$ cat src/pio_map.svh
`ifndef PIO_MAP_SVH
`define PIO_MAP_SVH

// -----------------------------------------------------------------------------
// Register word offsets
// -----------------------------------------------------------------------------
`define PIO_OFF_PORT_VALUE   3'h0
`define PIO_OFF_PIN_DIR      3'h1
`define PIO_OFF_IRQ_MASK     3'h2
`define PIO_OFF_EDGE_LATCH   3'h3
`define PIO_OFF_OUT_RAISE    3'h4
`define PIO_OFF_OUT_LOWER    3'h5

// -----------------------------------------------------------------------------
// Widths and reset values
// -----------------------------------------------------------------------------
`define PIO_DATA_W           32
`define PIO_ADDR_W           3
`define PIO_RST_DIR          32'h0000_0000
`define PIO_RST_MASK         32'h0000_0000
`define PIO_RST_EDGE         32'h0000_0000
`define PIO_RST_RDATA        32'h0000_0000

`endif

$ cat src/pio_pkg.sv
package pio_pkg;
  typedef enum logic [1:0] {
    PIO_INPUT_ONLY,
    PIO_OUTPUT_ONLY,
    PIO_IN_AND_OUT,
    PIO_BIDIR
  } pio_mode_t;

  typedef enum logic [1:0] {
    PIO_EDGE_RISE,
    PIO_EDGE_FALL,
    PIO_EDGE_ANY
  } pio_edge_t;

  typedef enum logic {
    PIO_IRQ_LEVEL,
    PIO_IRQ_EDGE
  } pio_irq_kind_t;
endpackage

$ cat src/pio_port.sv
`timescale 1ns/1ns
`include "pio_map.svh"

module pio_port #(
  parameter int                     WIDTH        = 32,
  parameter pio_pkg::pio_mode_t     MODE         = pio_pkg::PIO_BIDIR,
  parameter logic [31:0]            OUT_RESET    = 32'h0000_0000,
  parameter bit                     HAS_RAISE_LOWER = 1'b1,
  parameter bit                     HAS_EDGE     = 1'b1,
  parameter pio_pkg::pio_edge_t     EDGE_KIND    = pio_pkg::PIO_EDGE_RISE,
  parameter bit                     BIT_CLEAR    = 1'b1,
  parameter bit                     HAS_IRQ      = 1'b1,
  parameter pio_pkg::pio_irq_kind_t IRQ_KIND     = pio_pkg::PIO_IRQ_EDGE
) (
  input  wire logic                    mclk_i,
  input  wire logic                    rst_b_i,
  input  wire logic [`PIO_ADDR_W-1:0]  address_i,
  input  wire logic                    read_i,
  input  wire logic                    write_i,
  input  wire logic [`PIO_DATA_W-1:0]  writedata_i,
  output logic      [`PIO_DATA_W-1:0]  readdata_o,
  output logic                         irq_o,
  input  wire logic [`PIO_DATA_W-1:0]  in_port_i,
  output logic      [`PIO_DATA_W-1:0]  out_port_o,
  output logic      [`PIO_DATA_W-1:0]  out_port_oe_b_o
);
  import pio_pkg::*;

  // ---------------------------------------------------------------------------
  // Build-time features
  // ---------------------------------------------------------------------------
  localparam logic [31:0] VALID = (WIDTH >= 32) ? 32'hFFFF_FFFF
                                                : ((32'h0000_0001 << WIDTH) - 32'h0000_0001);
  localparam bit IS_BIDIR  = (MODE == PIO_BIDIR);
  localparam bit HAS_IN    = (MODE != PIO_OUTPUT_ONLY);
  localparam bit HAS_OUT   = (MODE != PIO_INPUT_ONLY);
  localparam bit EDGE_ON   = HAS_EDGE && HAS_IN;
  localparam bit IRQ_ON    = HAS_IRQ && HAS_IN;

  function automatic logic is_wr(input logic [`PIO_ADDR_W-1:0] off);
    is_wr = write_i && (address_i == off);
  endfunction

  // ---------------------------------------------------------------------------
  // Register state
  // ---------------------------------------------------------------------------
  logic [31:0] out_hold;
  logic [31:0] pin_dir;
  logic [31:0] irq_mask;
  logic [31:0] edge_lat;
  logic [31:0] in_prev;
  logic [31:0] next_out_hold;
  logic [31:0] next_pin_dir;
  logic [31:0] next_irq_mask;
  logic [31:0] next_edge_lat;
  logic [31:0] next_readdata;
  logic        next_irq;
  logic [31:0] in_now;
  logic [31:0] edge_hit;
  logic [31:0] irq_src;
  logic [31:0] next_oe_b;
  logic        edge_armed;

  assign in_now = in_port_i & VALID;

  always_comb begin
    next_out_hold = out_hold;
    if (HAS_OUT) begin
      if (is_wr(`PIO_OFF_PORT_VALUE)) begin
        next_out_hold = writedata_i & VALID;
      end
      if (HAS_RAISE_LOWER && is_wr(`PIO_OFF_OUT_RAISE)) begin
        next_out_hold = out_hold | (writedata_i & VALID);
      end
      if (HAS_RAISE_LOWER && is_wr(`PIO_OFF_OUT_LOWER)) begin
        next_out_hold = out_hold & ~writedata_i;
      end
    end
  end

  always_comb begin
    next_pin_dir = pin_dir;
    if (IS_BIDIR && is_wr(`PIO_OFF_PIN_DIR)) begin
      next_pin_dir = writedata_i & VALID;
    end
    next_irq_mask = irq_mask;
    if (IRQ_ON && is_wr(`PIO_OFF_IRQ_MASK)) begin
      next_irq_mask = writedata_i & VALID;
    end
  end

  // Edge detection compares against the previous sample; a set edge wins
  // over a clear in the same cycle so no event is lost.
  always_comb begin
    unique case (EDGE_KIND)
      PIO_EDGE_RISE: edge_hit = in_now & ~in_prev;
      PIO_EDGE_FALL: edge_hit = ~in_now & in_prev;
      PIO_EDGE_ANY:  edge_hit = in_now ^ in_prev;
      default:       edge_hit = 32'h0000_0000;
    endcase
    // The previous sample means nothing until one edge after reset; a pin that
    // idles high would otherwise look like a rising edge straight away.
    if (!edge_armed) begin
      edge_hit = 32'h0000_0000;
    end
    next_edge_lat = edge_lat;
    if (EDGE_ON) begin
      if (is_wr(`PIO_OFF_EDGE_LATCH)) begin
        next_edge_lat = BIT_CLEAR ? (edge_lat & ~writedata_i)
                                  : 32'h0000_0000;
      end
      next_edge_lat = (next_edge_lat | edge_hit) & VALID;
    end
  end

  always_comb begin
    irq_src  = (IRQ_KIND == PIO_IRQ_LEVEL) ? in_now : edge_lat;
    next_irq = IRQ_ON && ((irq_src & irq_mask) != 32'h0000_0000);
  end

  // Enables are low while a pin is driven; an input-only build never drives.
  always_comb begin
    if (IS_BIDIR) begin
      next_oe_b = ~next_pin_dir;
    end else if (HAS_OUT) begin
      next_oe_b = ~VALID;
    end else begin
      next_oe_b = 32'hFFFF_FFFF;
    end
  end

  // Undefined reads of absent registers return zero here.
  always_comb begin
    next_readdata = `PIO_RST_RDATA;
    if (read_i) begin
      unique case (address_i)
        `PIO_OFF_PORT_VALUE: begin
          if (MODE == PIO_OUTPUT_ONLY) begin
            next_readdata = out_hold;
          end else if (IS_BIDIR) begin
            next_readdata = out_hold & pin_dir;
          end else begin
            next_readdata = in_now;
          end
        end
        `PIO_OFF_PIN_DIR:    next_readdata = pin_dir;
        `PIO_OFF_IRQ_MASK:   next_readdata = irq_mask;
        `PIO_OFF_EDGE_LATCH: next_readdata = edge_lat;
        default:             next_readdata = `PIO_RST_RDATA;
      endcase
    end
  end

  always_ff @(posedge mclk_i or negedge rst_b_i) begin
    if (!rst_b_i) begin
      out_hold        <= OUT_RESET & VALID;
      pin_dir         <= `PIO_RST_DIR;
      irq_mask        <= `PIO_RST_MASK;
      edge_lat        <= `PIO_RST_EDGE;
      in_prev         <= 32'h0000_0000;
      edge_armed      <= 1'b0;
      readdata_o      <= `PIO_RST_RDATA;
      irq_o           <= 1'b0;
      out_port_o      <= OUT_RESET & VALID;
      out_port_oe_b_o <= 32'hFFFF_FFFF;
    end else begin
      out_hold        <= next_out_hold;
      pin_dir         <= next_pin_dir;
      irq_mask        <= next_irq_mask;
      edge_lat        <= next_edge_lat;
      in_prev         <= in_now;
      edge_armed      <= 1'b1;
      readdata_o      <= next_readdata;
      irq_o           <= next_irq;
      out_port_o      <= next_out_hold;
      out_port_oe_b_o <= next_oe_b;
    end
  end

  // ---------------------------------------------------------------------------
  // Checks
  // ---------------------------------------------------------------------------
  property p_dir_reset;
    @(posedge mclk_i) $rose(rst_b_i) |-> pin_dir == 32'h0000_0000;
  endproperty
  a_dir_reset: assert property (p_dir_reset) else $error("direction not cleared");

  property p_mask_reset;
    @(posedge mclk_i) $rose(rst_b_i) |-> irq_mask == 32'h0000_0000;
  endproperty
  a_mask_reset: assert property (p_mask_reset) else $error("mask not cleared");

  property p_data_write;
    @(posedge mclk_i) disable iff (!rst_b_i)
      (HAS_OUT && write_i && address_i == `PIO_OFF_PORT_VALUE)
      |=> out_port_o == ($past(writedata_i) & VALID);
  endproperty
  a_data_write: assert property (p_data_write) else $error("data write lost");

  property p_in_only_hold;
    @(posedge mclk_i) disable iff (!rst_b_i)
      (MODE == PIO_INPUT_ONLY) |=> $stable(out_hold);
  endproperty
  a_in_only_hold: assert property (p_in_only_hold) else $error("input-only output moved");

  property p_pin_release;
    @(posedge mclk_i) disable iff (!rst_b_i)
      IS_BIDIR |=> out_port_oe_b_o == ~pin_dir;
  endproperty
  a_pin_release: assert property (p_pin_release) else $error("pin enable wrong");

  property p_raise;
    @(posedge mclk_i) disable iff (!rst_b_i)
      (HAS_OUT && HAS_RAISE_LOWER && write_i && address_i == `PIO_OFF_OUT_RAISE)
      |=> (out_hold & ($past(writedata_i) & VALID)) == ($past(writedata_i) & VALID);
  endproperty
  a_raise: assert property (p_raise) else $error("raise failed");

  property p_lower;
    @(posedge mclk_i) disable iff (!rst_b_i)
      (HAS_OUT && HAS_RAISE_LOWER && write_i && address_i == `PIO_OFF_OUT_LOWER)
      |=> (out_hold & $past(writedata_i)) == 32'h0000_0000;
  endproperty
  a_lower: assert property (p_lower) else $error("lower failed");

  property p_latch_hold;
    @(posedge mclk_i) disable iff (!rst_b_i)
      !(write_i && address_i == `PIO_OFF_EDGE_LATCH)
      |=> ((edge_lat & $past(edge_lat)) == $past(edge_lat));
  endproperty
  a_latch_hold: assert property (p_latch_hold) else $error("latch bit dropped");

  property p_clear_all;
    @(posedge mclk_i) disable iff (!rst_b_i)
      (EDGE_ON && !BIT_CLEAR && is_wr(`PIO_OFF_EDGE_LATCH))
      |=> edge_lat == ($past(edge_hit) & VALID);
  endproperty
  a_clear_all: assert property (p_clear_all) else $error("clear-all failed");

  property p_irq;
    @(posedge mclk_i) disable iff (!rst_b_i)
      ##1 irq_o == (IRQ_ON && (($past(irq_src) & $past(irq_mask)) != 32'h0000_0000));
  endproperty
  a_irq: assert property (p_irq) else $error("irq mismatch");

  property p_read_port;
    @(posedge mclk_i) disable iff (!rst_b_i)
      (read_i && address_i == `PIO_OFF_PORT_VALUE && !IS_BIDIR)
      |=> readdata_o == ((MODE == PIO_OUTPUT_ONLY) ? $past(out_hold) : $past(in_now));
  endproperty
  a_read_port: assert property (p_read_port) else $error("port value read wrong");

  property p_dir_write;
    @(posedge mclk_i) disable iff (!rst_b_i)
      (write_i && address_i == `PIO_OFF_PIN_DIR)
      |=> pin_dir == (IS_BIDIR ? ($past(writedata_i) & VALID) : 32'h0000_0000);
  endproperty
  a_dir_write: assert property (p_dir_write) else $error("direction write wrong");

  property p_mask_write;
    @(posedge mclk_i) disable iff (!rst_b_i)
      (write_i && address_i == `PIO_OFF_IRQ_MASK)
      |=> irq_mask == (IRQ_ON ? ($past(writedata_i) & VALID) : 32'h0000_0000);
  endproperty
  a_mask_write: assert property (p_mask_write) else $error("mask write wrong");

  property p_bit_clear;
    @(posedge mclk_i) disable iff (!rst_b_i)
      (EDGE_ON && BIT_CLEAR && write_i && address_i == `PIO_OFF_EDGE_LATCH)
      |=> ((edge_lat & $past(writedata_i) & ~$past(edge_hit)) == 32'h0000_0000)
          && ((edge_lat & ~$past(writedata_i) & ~$past(edge_hit))
              == ($past(edge_lat) & ~$past(writedata_i) & ~$past(edge_hit)));
  endproperty
  a_bit_clear: assert property (p_bit_clear) else $error("bit clear wrong");

  property p_upper_zero;
    @(posedge mclk_i) disable iff (!rst_b_i)
      ((readdata_o | out_port_o | pin_dir) & ~VALID) == 32'h0000_0000
      && ((irq_mask | edge_lat) & ~VALID) == 32'h0000_0000;
  endproperty
  a_upper_zero: assert property (p_upper_zero) else $error("bits above width set");

  property p_strobe_absent;
    @(posedge mclk_i) disable iff (!rst_b_i)
      (!HAS_RAISE_LOWER && write_i
       && (address_i == `PIO_OFF_OUT_RAISE || address_i == `PIO_OFF_OUT_LOWER))
      |=> $stable(out_hold);
  endproperty
  a_strobe_absent: assert property (p_strobe_absent) else $error("absent strobe acted");

  c_irq:    cover property (@(posedge mclk_i) disable iff (!rst_b_i) $rose(irq_o));
  c_edge:   cover property (@(posedge mclk_i) disable iff (!rst_b_i) edge_hit != 32'h0000_0000);
  c_drive:  cover property (@(posedge mclk_i) disable iff (!rst_b_i) pin_dir != 32'h0000_0000);
  c_clear:  cover property (@(posedge mclk_i) disable iff (!rst_b_i)
                            EDGE_ON && !BIT_CLEAR && write_i && address_i == `PIO_OFF_EDGE_LATCH);
endmodule // pio_port

$ cat config.mk
export PLATFORM = sky130hd
export DESIGN_NAME = pio_port
export DESIGN_NICKNAME = d
export VERILOG_FILES = /design/src/pio_pkg.sv /design/src/pio_port.sv
export VERILOG_INCLUDE_DIRS = /design/src
export SDC_FILE = /design/constraint.sdc
export NUM_CORES = 1
export LEC_CHECK = 0
export BUFFER_PORTS_ARGS = -buffer_cell sky130_fd_sc_hd__buf_2
export CORE_ASPECT_RATIO = 0.6
export CORE_MARGIN = 2
export CORE_UTILIZATION = 55
export CTS_CLUSTER_DIAMETER = 50
export DETAILED_ROUTE_END_ITERATION = 8
export PLACE_DENSITY = 0.81
export RECOVER_POWER = 25
export SLEW_MARGIN = 30
export SYNTH_ARGS = -nofsm -noshare
export SYNTH_HDL_FRONTEND = slang
export SYNTH_SLANG_ARGS = --single-unit
$ cat constraint.sdc
create_clock -name mclk_i -period 1.5 [get_ports mclk_i]
set_input_delay 0.15 -clock mclk_i [delete_from_list [all_inputs] [get_ports mclk_i]]
set_output_delay 0.15 -clock mclk_i [all_outputs]
set_load 0.05 [all_outputs]
==> After elaboration in Yosys (flattened, before gate mapping) <==
Cells that the tools add are included.
{ "totals": {"register_bits": 226, "latch_bits": 0, "mem_bits_rw": 0, "rom_bits": 0, "mem_count": 0} }
{ "classes": {"add_sub_neg": 0, "multipliers": 0, "div": 0, "magnitude_cmp": 0, "n_eq_ne": 5, "n_shift": 0, "mux": 8, "bitwise_logic": 10, "reduce_logical": 9} }
{ "ops": {"columns": ["op", "count"], "rows": [
  ["two-way mux 32 bit", 7],
  ["AND 32 bit", 5],
  ["one-hot mux 32 bit (4 select lines)", 1],
  ["inverter 32 bit", 3],
  ["bitwise OR 32 bit", 2],
  ["nonzero test 32 bit", 1],
  ["== test 3 x 2 -> 1 bit, second input constant", 2],
  ["== test 3 bit, second input constant", 2],
  ["logical AND 1 bit", 6],
  ["== test 3 x 1 -> 1 bit, second input constant", 1],
  ["zero test 3 bit", 1],
  ["nonzero test 3 bit", 1]
]} }

==> Logic depth before layout (Yosys ltp) <==
Gate-level depths: netlist (run 1).
{ "depth": {"word_depth": 5, "ltp_mapped": 7} }

==> Worst setup path after synthesis (run 1) <==
No wires, ideal clock.
{ "synth_path": {"path_type": "input to register", "start": "input port address_i[0]", "end": "register pin_dir[23]", "setup_time_ns": 0.127, "arrival_ns": 1.306, "slack_ns": 0.067, "stages": 7, "n_path_buf": 4, "cell_sequence": "buf_2 > nand2b_1 > buf_2 > nor3b_2 > buf_4 > buf_6 > mux2_1"} }
{ "synth_via": {"elab_chain_cells": 3} }
{ "synth_rtl": {"columns": ["element", "line", "source"], "rows": [
  ["start, declared", "pio_port.sv:17", "input wire logic [`PIO_ADDR_W-1:0] address_i,"],
  ["== test 3 x 1 -> 1 bit", "pio_port.sv:41", "is_wr = write_i && (address_i == off);"],
  ["logical AND 1 bit", "pio_port.sv:41", null],
  ["two-way mux 32 bit", "pio_port.sv:83", "if (IS_BIDIR && is_wr(`PIO_OFF_PIN_DIR)) begin"],
  ["named net next_pin_dir[23]", "pio_port.sv:53", "logic [31:0] next_pin_dir;"],
  ["end signal, assigned", "pio_port.sv:157", "pin_dir <= `PIO_RST_DIR;"],
  ["end signal, assigned", "pio_port.sv:168", "pin_dir <= next_pin_dir;"],
  ["end, declared", "pio_port.sv:48", "logic [31:0] pin_dir;"]
]} }
The timed path passes the listed nets, and every way through them passes these cells.
A chain may end at the register's enable or synchronous reset.

==> Final worst setup path (run 1) <==
{ "layout_path": {"start": "register irq_mask[25]", "end": "register irq_o"} }
{ "layout_via": {"elab_chain_cells": 2} }
{ "layout_rtl": {"columns": ["element", "line", "source"], "rows": [
  ["start, declared", "pio_port.sv:49", "logic [31:0] irq_mask;"],
  ["start signal, assigned", "pio_port.sv:158", "irq_mask <= `PIO_RST_MASK;"],
  ["start signal, assigned", "pio_port.sv:169", "irq_mask <= next_irq_mask;"],
  ["AND 32 bit", "pio_port.sv:118", "next_irq = IRQ_ON && ((irq_src & irq_mask) != 32'h0000_0000);"],
  ["nonzero test 32 bit", "pio_port.sv:118", null],
  ["named net next_irq", "pio_port.sv:57", "logic next_irq;"],
  ["end signal, assigned", "pio_port.sv:174", "irq_o <= next_irq;"],
  ["end, declared", "pio_port.sv:22", "output logic irq_o,"]
]} }
The timed path passes the listed nets, and every way through them passes these cells.

==> summary.txt, run 1 <==
Run status
  – Run status: complete, but fails checks
  – Failing checks: negative setup slack

Worst setup path
  – Critical Path Sink Type: flip-flop
  – WP data arrival: about 1900 ps
  – Data required time of the critical path: around 1900 ps
  – CP cell instances: a22oi_1 -> nand4_1 -> or4_1
  – Crit path launch: irq_mask[25]
  – Cell with the biggest individual delay on the critical path: or4_1
  – Critical register-to-register path startpoint: irq_mask[25]
  – Critical-path maximum fanout: 3
  – Worst path max stage delay: 550 ps
  – Classification of the worst setup path: flip-flop to flip-flop
  – Crit path launch type: flip-flop

Synth
  – Number of flops mapped to enable cells by yosys: 0
  – Top cells by count, synth: 194 x dfrtp_1, 95 x nand2_1, 64 x mux2_1
  – Largest cells by area after synthesis: dfrtp_1 53%, dfstp_2 9.2%, mux2_1 7.9%, nand2_1 3.9%, mux2i_1 3.6%
  – Count of distinct cell types in the synthesized netlist: 29
  – Cell taking the most area after synthesis: dfrtp_1
  – Top cell type's share of synthesized area: 0.533
  – Most repeated cell in the gate-level netlist after synthesis: dfrtp_1
  – Fraction of registers with async set or reset after synthesis: 1.00
  – Syn_area_per_cell: between 10 and 15 um2
  – Sequential-to-total area share from yosys stat: 0.625
  – Post-Synthesis Cell Area: roughly 9000 um2
  – Count of synthesis-stage warnings from yosys: 0
  – Ys flop type: dfrtp_1
  – Number of standard cells after synthesis: ~720
  – FF+latch count, synth: approximately 230
  – Syn_nets: approximately 800

CTS
  – Setup bufs post-CTS: 0
  – Sinks on the clock net: around 230
  – Cell at the root of the clock tree: clkbuf_16
  – Latest clock arrival within the worst-skew pair: 490 ps
  – TritonCTS clock tree: done
  – CTS clock-pin slew for the worst setup and hold paths: 70 ps
  – Buffers from clock root to sink, at most: 3
  – H-tree Lvls: 1
  – Number of buffers inserted during clock tree synthesis: 21

Timing
  – Final setup margin: -18.7 ps
  – Final Cycle Share: 1.01
  – Hold violation total from the final report: 0
  – RSZ-0062 raised after global routing: yes
  – Max-slew violation count: 0
  – Maximum clock frequency: about 0.66 GHz
  – Final setup violation count: 1
  – Headroom to the max-slew limit: 0.342
  – Minimum clock period after layout: 1520 ps
  – TNS Setup: -18.7 ps
  – Transition at the pin with the smallest max-transition slack: between 900 and 1000 ps
  – Worst setup skew after layout: around 9 ps

Job
  – Max-cap violations: 0

Place
  – Port Buf Inserts: around 170
  – Routability-driven placement congestion ratio: just over 0.8
  – Sum of net half-perimeters after detailed placement: roughly 16 mm

Floorplanning
  – I/O pins: ~170
  – Die H: approximately 100 um
  – Placeable core region: 16200 um2
  – Overall die width: roughly 170 um
  – Die Outline Area: 17600 um2
  – Starting Density: 0.562
  – Number of placement rows: 36

Worst hold path
  – Startpoint of the most critical hold path: address_i[1]
  – Path class of the lowest-slack min-delay path: input pin to flip-flop

Global routing
  – Via count of the first global-routing pass: roughly 7100
  – Antenna violations before repair: 1
  – Remaining global-route overflow: 0
  – Total routing resource utilization after global routing: 0.296
  – First-pass GRT wire length: approximately 40 mm
  – Maximum number of pins on one net before global-route repair: 54

Pwr
  – P_leak: around 5.2 nW
  – PwrDens: between 1000 and 1500 nW/um2
  – Total Power: 16.7 mW
  – Maximum vdd drop: approximately 0.84 mV

Routing
  – Count of vias placed by the detailed router: around 7200
  – Detail-routed net length per standard cell: approximately 21 um
  – First-pass DRT Iterations: 5
  – Total wirelength of the detailed-routed design: between 20 and 30 mm
  – Iteration-0 DRC Markers: 641
  – Detail Route Antenna Nets: 0
  – Number of DRC violations after detailed routing: 0
  – Post-DR vias/cell: between 5 and 6

Layout
  – Share of post-route cells with drive strength above 1: 0.256
  – Fin util: 0.721
  – Synthesis-to-layout area growth: 28.3%
  – Fin nets: about 1000
[cell usage in the layout (no fill, tap or decap), types with 4 or more instances in the layout]
cell type      instances
dfrtp_1              194
buf_2                136
nand2_1               95
dlygate4sd3_1         65
mux2_1                64
clkbuf_1              35
mux2i_1               33
inv_1                 32
nand2b_1              32
nand3_1               32
a22o_1                32
dfstp_2               32
a32o_1                31
o211ai_1              31
a31oi_1               31
buf_4                 31
clkbuf_16             21
a22oi_1               15
buf_12                 8
clkinv_2               6
nand4_1                4
[where the power goes]
part | switching (mW) | internal (mW)
Combinational | 2.51 | 1.19
Clock | 2.30 | 2.87
Sequential | 0.660 | 7.16
[routing by layer]
metal / routed length (um) / global-route usage
met1: 11100 / 0.438
met2: 11700 / 0.446
met3: 2410 / 0.0730
met4: 468 / 0.0665
met5: 0 / 0
[critical path, delay by kind of cell, from the launching register on]
kind	cells	cell delay (ps)
simple gates	2	730
flops	1	390
compound gates	1	270
[worst paths after layout]
check | end | slack, ps | cells after the start
min reg2reg | edge_lat[30] | 420 | 1
min | readdata_o[31] | 90 | 3
max in group asynchronous | out_port_oe_b_o[4] | 490 | 3
max | irq_o | -20 | 3
min in group asynchronous | readdata_o[27] | 120 | 2
max reg2reg | irq_o | -20 | 3
[repair_timing]
action	in CTS	in global routing
hold buffers	65	0
endpoints found under the hold margin	386	0
gates resized for setup	1	0
setup endpoints to repair	1	1
gates cloned	0	0
pin swaps	0	1
[stage by stage]
step           worst slack (ps)  area (um2)  hold slack (ps)  cells
6_report                  -18.7       11700             90.9   1195
5_1_grt                   -67.8       11700              115   1194
4_1_cts                   -15.7       11700             79.0   1194
3_5_place_dp              -91.0       10400             49.5   1092
3_3_place_gp              -63.6       10400             47.9   1092
2_1_floorplan              67.0        9110             -146    724
[flip-flops by register name (all words and copies together), names as in the netlist]
register,count
irq_mask,32
in_prev,32
irq_o,1
edge_lat,32
pin_dir,32
out_hold,32
readdata_o,32
edge_armed,1
out_port_oe_b_o,32
[area by class of cell]
type / count / area [um2]
diodes: 1 / 2.50
clock buffers: 28 / 572
clock inverters: 9 / 78.8
fillers: 1114 / 4530
inverters: 32 / 120
multi-input cells: 416 / 3080
flip-flops and latches: 226 / 5700
well taps: 209 / 262
repair buffers: 274 / 1870
[cell families (layout without fill, tap and decap cells)]
logic type             count (synthesis)  count (layout)  synth area share
flip-flops                           226             226             0.625
AND/OR/NAND/NOR                      174             174            0.0907
AO/OA/AOI/OAI                        143             143             0.126
multiplexers                          98              98             0.117
buffers and inverters                 82             343            0.0404
other                                  1               2          0.000412
Note: power is estimated with default switching activity, not from simulation.
==> run 2, diff against run 1 <==
--- a/config.mk
+++ b/config.mk
@@ -9,10 +9,10 @@
 export BUFFER_PORTS_ARGS = -buffer_cell sky130_fd_sc_hd__buf_2
 export CORE_ASPECT_RATIO = 0.6
 export CORE_MARGIN = 2
-export CORE_UTILIZATION = 55
+export CORE_UTILIZATION = 50
 export CTS_CLUSTER_DIAMETER = 50
 export DETAILED_ROUTE_END_ITERATION = 8
-export PLACE_DENSITY = 0.81
+export PLACE_DENSITY = 0.75
 export RECOVER_POWER = 25
 export SLEW_MARGIN = 30
 export SYNTH_ARGS = -nofsm -noshare
==> summary.txt, run 2 (same netlist as run 1, synthesis figures left out) <==
Run status
  – Run status: complete, but fails checks
  – Failing checks: negative setup slack

Pwr
  – Portion of total power attributed to combinational logic: 0.220
  – PwrDens: ~1400 nW/um2
  – P_int: around 12 mW
  – Power share of the clock group: 0.318
  – Switching share of power: 0.318
  – Portion of total power attributed to sequential cells: 0.462
  – Net switching component of the power: between 5 and 6 mW
  – Maximum vdd drop: 1.10 mV
  – P_leak: approximately 5.3 nW

Timing
  – Worst setup skew after layout: about 7.8 ps
  – Final setup violation count: 1
  – Transition at the pin with the smallest max-transition slack: 531 ps
  – Final setup margin: -16.8 ps
  – Final hold slack: around 24 ps
  – Hold violation total from the final report: 0
  – Max-slew violation count: 0
  – TNS Setup: -16.8 ps
  – Headroom to the max-slew limit: 0.646
  – Minimum clock period after layout: approximately 1500 ps
  – Final Cycle Share: 1.01
  – RSZ-0062 raised after global routing: yes
  – Maximum clock frequency: 0.659 GHz

Global routing
  – Total routing resource utilization after global routing: 0.265
  – Remaining global-route overflow: 0
  – Antenna violations before repair: 0
  – Maximum number of pins on one net before global-route repair: between 40 and 50
  – First-pass GRT wire length: around 39 mm
  – Via count of the first global-routing pass: approximately 7000

Worst setup path
  – Critical-path maximum fanout: 3
  – Critical Path Sink Type: flip-flop
  – Data required time of the critical path: ~1900 ps
  – Crit path launch type: flip-flop
  – Classification of the worst setup path: flip-flop to flip-flop
  – R2R depth: 3
  – WP data arrival: 1880 ps

Routing
  – Count of vias placed by the detailed router: approximately 7000
  – Total wirelength of the detailed-routed design: 25.0 mm
  – First-pass DRT Iterations: 5
  – Number of DRC violations after detailed routing: 0
  – Post-DR vias/cell: approximately 5.6
  – Detail-routed net length per standard cell: around 20 um
  – Detail Route Antenna Nets: 0
  – Iteration-0 DRC Markers: about 630

Layout
  – Commonest cells after routing, fill and taps aside: 194 x dfrtp_1, 137 x buf_2, 95 x nand2_1, 65 x dlygate4sd3_1, 64 x mux2_1
  – Final-layout fill cell count: around 1300
  – Most common library cell in the layout ignoring fill and taps: dfrtp_1
  – Synthesis-to-layout area growth: 30.8%
  – ANT cells: 0
  – Fin util: 0.663
  – Fin nets: 1051
  – Layout Cells excl Fill: about 1200
  – Share of post-route cells with drive strength above 1: 0.271

CTS
  – Number of buffers inserted during clock tree synthesis: 21
  – Sinks on the clock net: around 230
  – Cell at the root of the clock tree: clkbuf_16
  – Buffers from clock root to sink, at most: 3
  – Latest clock arrival within the worst-skew pair: about 500 ps
  – CTS clock-pin slew for the worst setup and hold paths: around 70 ps
  – TritonCTS clock tree: done
  – H-tree Lvls: 1

Place
  – Sum of net half-perimeters after detailed placement: 16.3 mm
  – Port Buf Inserts: roughly 170
  – Cell count after placement: ~1100
  – Routability-driven placement congestion ratio: roughly 0.85

Floorplanning
  – Placeable core region: about 18000 um2
  – Die Outline Area: around 19000 um2
  – Overall die width: between 150 and 200 um
  – Number of placement rows: 38
  – Die H: 109 um
  – Starting Density: 0.507
  – I/O pins: between 150 and 200

Job
  – Max-cap violations: 0

Worst hold path
  – Path class of the lowest-slack min-delay path: input pin to flip-flop
  – Hold Path Depth: 3
-- run 2: changes by cell type in the layout (fill, tap and decap cells not counted), moves of 2 or more --
| cell | previous run | this run |
|---|---|---|
| a22oi_1 | 15 | 9 |
| a22oi_2 | 1 | 7 |
| buf_12 | 8 | 11 |
| buf_4 | 31 | 38 |
| clkbuf_1 | 35 | 33 |
| clkbuf_8 | 2 | 8 |
| clkinv_2 | 6 | 1 |
-- run 2: metal layers --
layer | GRT usage | routed length (um) | vias up
met5 | 0 | 0 | -
met4 | 0.0569 | 372 | 0
met3 | 0.0541 | 1860 | 34
met2 | 0.406 | 11200 | 287
met1 | 0.394 | 11600 | 3518
li1 | - | - | 3116
-- run 2: worst paths after layout --
check | to | slack (ps) | startpoint
worst max-delay path | irq_o | -20 | irq_mask[26]
max in group asynchronous | out_port_oe_b_o[24] | 450 | rst_b_i
min in group asynchronous | pin_dir[21] | 140 | rst_b_i
worst min-delay path | readdata_o[30] | 20 | read_i
worst max register to register | irq_o | -20 | irq_mask[26]
worst min register to register | edge_lat[30] | 410 | in_prev[30]
-- run 2: final cells by class --
class	count	area, um2	area share
clock inverter	3	43.8	0.00368
timing repair buffer	283	1980	0.166
inverter	32	120	0.0101
multi-input combinational	416	3110	0.261
sequential	226	5700	0.478
clock buffer	34	654	0.0550
tap	240	300	0.0252
-- run 2: through the flow --
stage,power [mW],worst slack (ps),instance area [um2]
3_3_place_gp,11.4,-43.4,10600
4_1_cts,17.0,15.9,12000
3_5_place_dp,11.5,-43.7,10600
6_report,16.9,-16.8,11900
2_1_floorplan,10.2,67.0,9110
5_1_grt,17.6,-32.2,11900
-- run 2: critical path: stages (launching register included) --
cell     delay (ps)
dfrtp_1         410
a22oi_2         270
nand4_1         200
or4_1           500
-- run 2: power by group through the flow --
stage | clock network (mW) | registers [mW] | logic, mW
floorplan | 0 | 9.11 | 1.04
global placement | 0 | 7.85 | 3.52
detailed placement | 0 | 7.88 | 3.57
CTS | 5.48 | 7.80 | 3.74
global route | 5.76 | 7.92 | 3.96
finish | 5.39 | 7.82 | 3.72
-- run 2: repair_timing --
item | CTS | global route
resized for setup | 7 | 0
hold buffers | 65 | 0
pin swaps | 1 | 3
setup buffers | 0 | 1
setup endpoints to repair | 1 | 1
endpoints found under the hold margin | 371 | 0
==> run 3, diff against run 2 <==
--- a/config.mk
+++ b/config.mk
@@ -6,13 +6,13 @@
 export SDC_FILE = /design/constraint.sdc
 export NUM_CORES = 1
 export LEC_CHECK = 0
-export BUFFER_PORTS_ARGS = -buffer_cell sky130_fd_sc_hd__buf_2
 export CORE_ASPECT_RATIO = 0.6
 export CORE_MARGIN = 2
 export CORE_UTILIZATION = 50
 export CTS_CLUSTER_DIAMETER = 50
 export DETAILED_ROUTE_END_ITERATION = 8
-export PLACE_DENSITY = 0.75
+export DONT_BUFFER_PORTS = 1
+export PLACE_DENSITY = 0.67
 export RECOVER_POWER = 25
 export SLEW_MARGIN = 30
 export SYNTH_ARGS = -nofsm -noshare
==> summary.txt, run 3 (same netlist as run 1, synthesis figures left out) <==
Floorplanning
  – Number of placement rows: 38
  – Die H: 109 um
  – Overall die width: 178 um
  – Starting Density: 0.507
  – Placeable core region: 18000 um2
  – I/O pins: 168
  – Die Outline Area: slightly below 20000 um2

Run status
  – Failing checks: negative hold slack
  – Run status: complete, but fails checks

Routing
  – Detail Route Antenna Nets: 0
  – Count of vias placed by the detailed router: 6467
  – Post-DR vias/cell: ~6
  – Detail-routed net length per standard cell: about 23 um
  – First-pass DRT Iterations: 7
  – Number of DRC violations after detailed routing: 0
  – Total wirelength of the detailed-routed design: around 25 mm
  – Iteration-0 DRC Markers: about 490

Place
  – Sum of net half-perimeters after detailed placement: between 15 and 20 mm
  – Routability-driven placement congestion ratio: 0.844
  – Minimum setup slack after placement: -14.0 ps
  – Port Buf Inserts: 0

Worst hold path
  – Path class of the lowest-slack min-delay path: input pin to asynchronous set/reset pin

Layout
  – Final-layout fill cell count: roughly 1400
  – Most common library cell in the layout ignoring fill and taps: dfrtp_1
  – Fin nets: roughly 900
  – Commonest cells after routing, fill and taps aside: 194 x dfrtp_1, 95 x nand2_1, 70 x dlygate4sd3_1, 64 x mux2_1, 47 x buf_4
  – Share of post-route cells with drive strength above 1: 0.165
  – Synthesis-to-layout area growth: 22.5%

CTS
  – Sinks on the clock net: roughly 230
  – CTS clock-pin slew for the worst setup and hold paths: ~70 ps
  – Setup bufs post-CTS: 0
  – Latest clock arrival within the worst-skew pair: 490 ps
  – TritonCTS clock tree: done
  – Buffers from clock root to sink, at most: 3
  – Number of buffers inserted during clock tree synthesis: 21
  – Number of hold buffers added after cts: between 70 and 80
  – Cell at the root of the clock tree: clkbuf_16
  – H-tree Lvls: 1

Job
  – Max-cap violations: 0

Global routing
  – Remaining global-route overflow: 0
  – Maximum number of pins on one net before global-route repair: 227
  – Via count of the first global-routing pass: ~6800
  – Total routing resource utilization after global routing: 0.265
  – First-pass GRT wire length: around 39 mm
  – Antenna violations before repair: 1

Worst setup path
  – Classification of the worst setup path: flip-flop to flip-flop
  – CP cell instances: a22oi_2 -> nand4_1 -> or4_1
  – Critical Path Sink Type: flip-flop
  – Crit path launch type: flip-flop
  – WP data arrival: roughly 1800 ps
  – Critical-path maximum fanout: 3
  – Data required time of the critical path: around 1900 ps
  – Cell with the biggest individual delay on the critical path: or4_1
  – Worst path max stage delay: 530 ps
  – Setup slack of the most critical reg-to-reg path: between 40 and 50 ps

Timing
  – Final setup violation count: 0
  – Final Cycle Share: 0.971
  – Worst setup skew after layout: about 10 ps
  – Headroom to the max-slew limit: 0.620
  – Maximum clock frequency: slightly below 0.7 GHz
  – Transition at the pin with the smallest max-transition slack: 570 ps
  – Final hold slack: -650 ps
  – Hold violation total from the final report: between 200 and 250
  – Final setup margin: roughly 44 ps
  – RSZ-0062 raised after global routing: no
  – Minimum clock period after layout: approximately 1500 ps
  – Max-slew violation count: 0

Pwr
  – PwrDens: 1490 nW/um2
  – Maximum vdd drop: between 0.8 and 0.9 mV
  – Total Power: about 17 mW
  – P_leak: roughly 4.7 nW
## run 3: final timing paths
| kind | start | to | cells past startpoint |
|---|---|---|---|
| setup / recovery | irq_mask[22] | irq_o | 3 |
| hold / removal | rst_b_i | pin_dir[3] | 0 |
| setup reg to reg | irq_mask[22] | irq_o | 3 |
| hold reg to reg | in_prev[30] | edge_lat[30] | 1 |
| max in group asynchronous | rst_b_i | out_port_oe_b_o[21] | 0 |
| min in group mclk_i | address_i[1] | out_port_oe_b_o[17] | 3 |
## run 3: stage by stage
stage	area [um2]	util	std cells	setup TNS [ps]
after floorplan	9110	-	724	0
after global placement	9690	0.539	968	-26.4
after detailed placement	9690	0.539	968	-16.2
after CTS	11100	0.619	1077	0
after global routing	11200	0.621	1078	0
final	11200	0.621	1078	0
## run 3: critical path, delay by kind of cell, from the launching register on
kind               cells  cell delay, ps
and+or+nand+nor        2             690
AOI/OAI and AO/OA      1             240
DFF                    1             400
## run 3: what timing repair did
action / in CTS / in global routing
endpoints found under the setup margin: 1 / 1
resized for setup: 2 / 6
endpoints found under the hold margin: 442 / 226
## run 3: final cells by class
type | instances | area, um2 | share of cell area
Clock inverter | 9 | 98.8 | 0.00886
Sequential cell | 226 | 5700 | 0.510
Tap cell | 240 | 300 | 0.0269
Clock buffer | 28 | 592 | 0.0530
Inverter | 32 | 120 | 0.0108
Multi-Input combinational cell | 416 | 3120 | 0.279
Timing Repair Buffer | 126 | 1230 | 0.111
Antenna cell | 1 | 2.50 | 0.000224
## run 3: layer usage
| layer | GRT usage | vias up | part of all wire |
|---|---|---|---|
| met5 | 0 | - | 0 |
| met4 | 0.0807 | 0 | 0.024 |
| met3 | 0.0647 | 53 | 0.088 |
| met2 | 0.397 | 311 | 0.45 |
| met1 | 0.384 | 3305 | 0.44 |
| li1 | - | 2798 | - |
## run 3: report_power, final
| group | internal, mW | switching (mW) |
|---|---|---|
| Sequential | 7.19 | 1.60 |
| Combinational | 1.06 | 1.35 |
| Clock | 3.12 | 2.25 |
| Total | 11.4 | 5.21 |
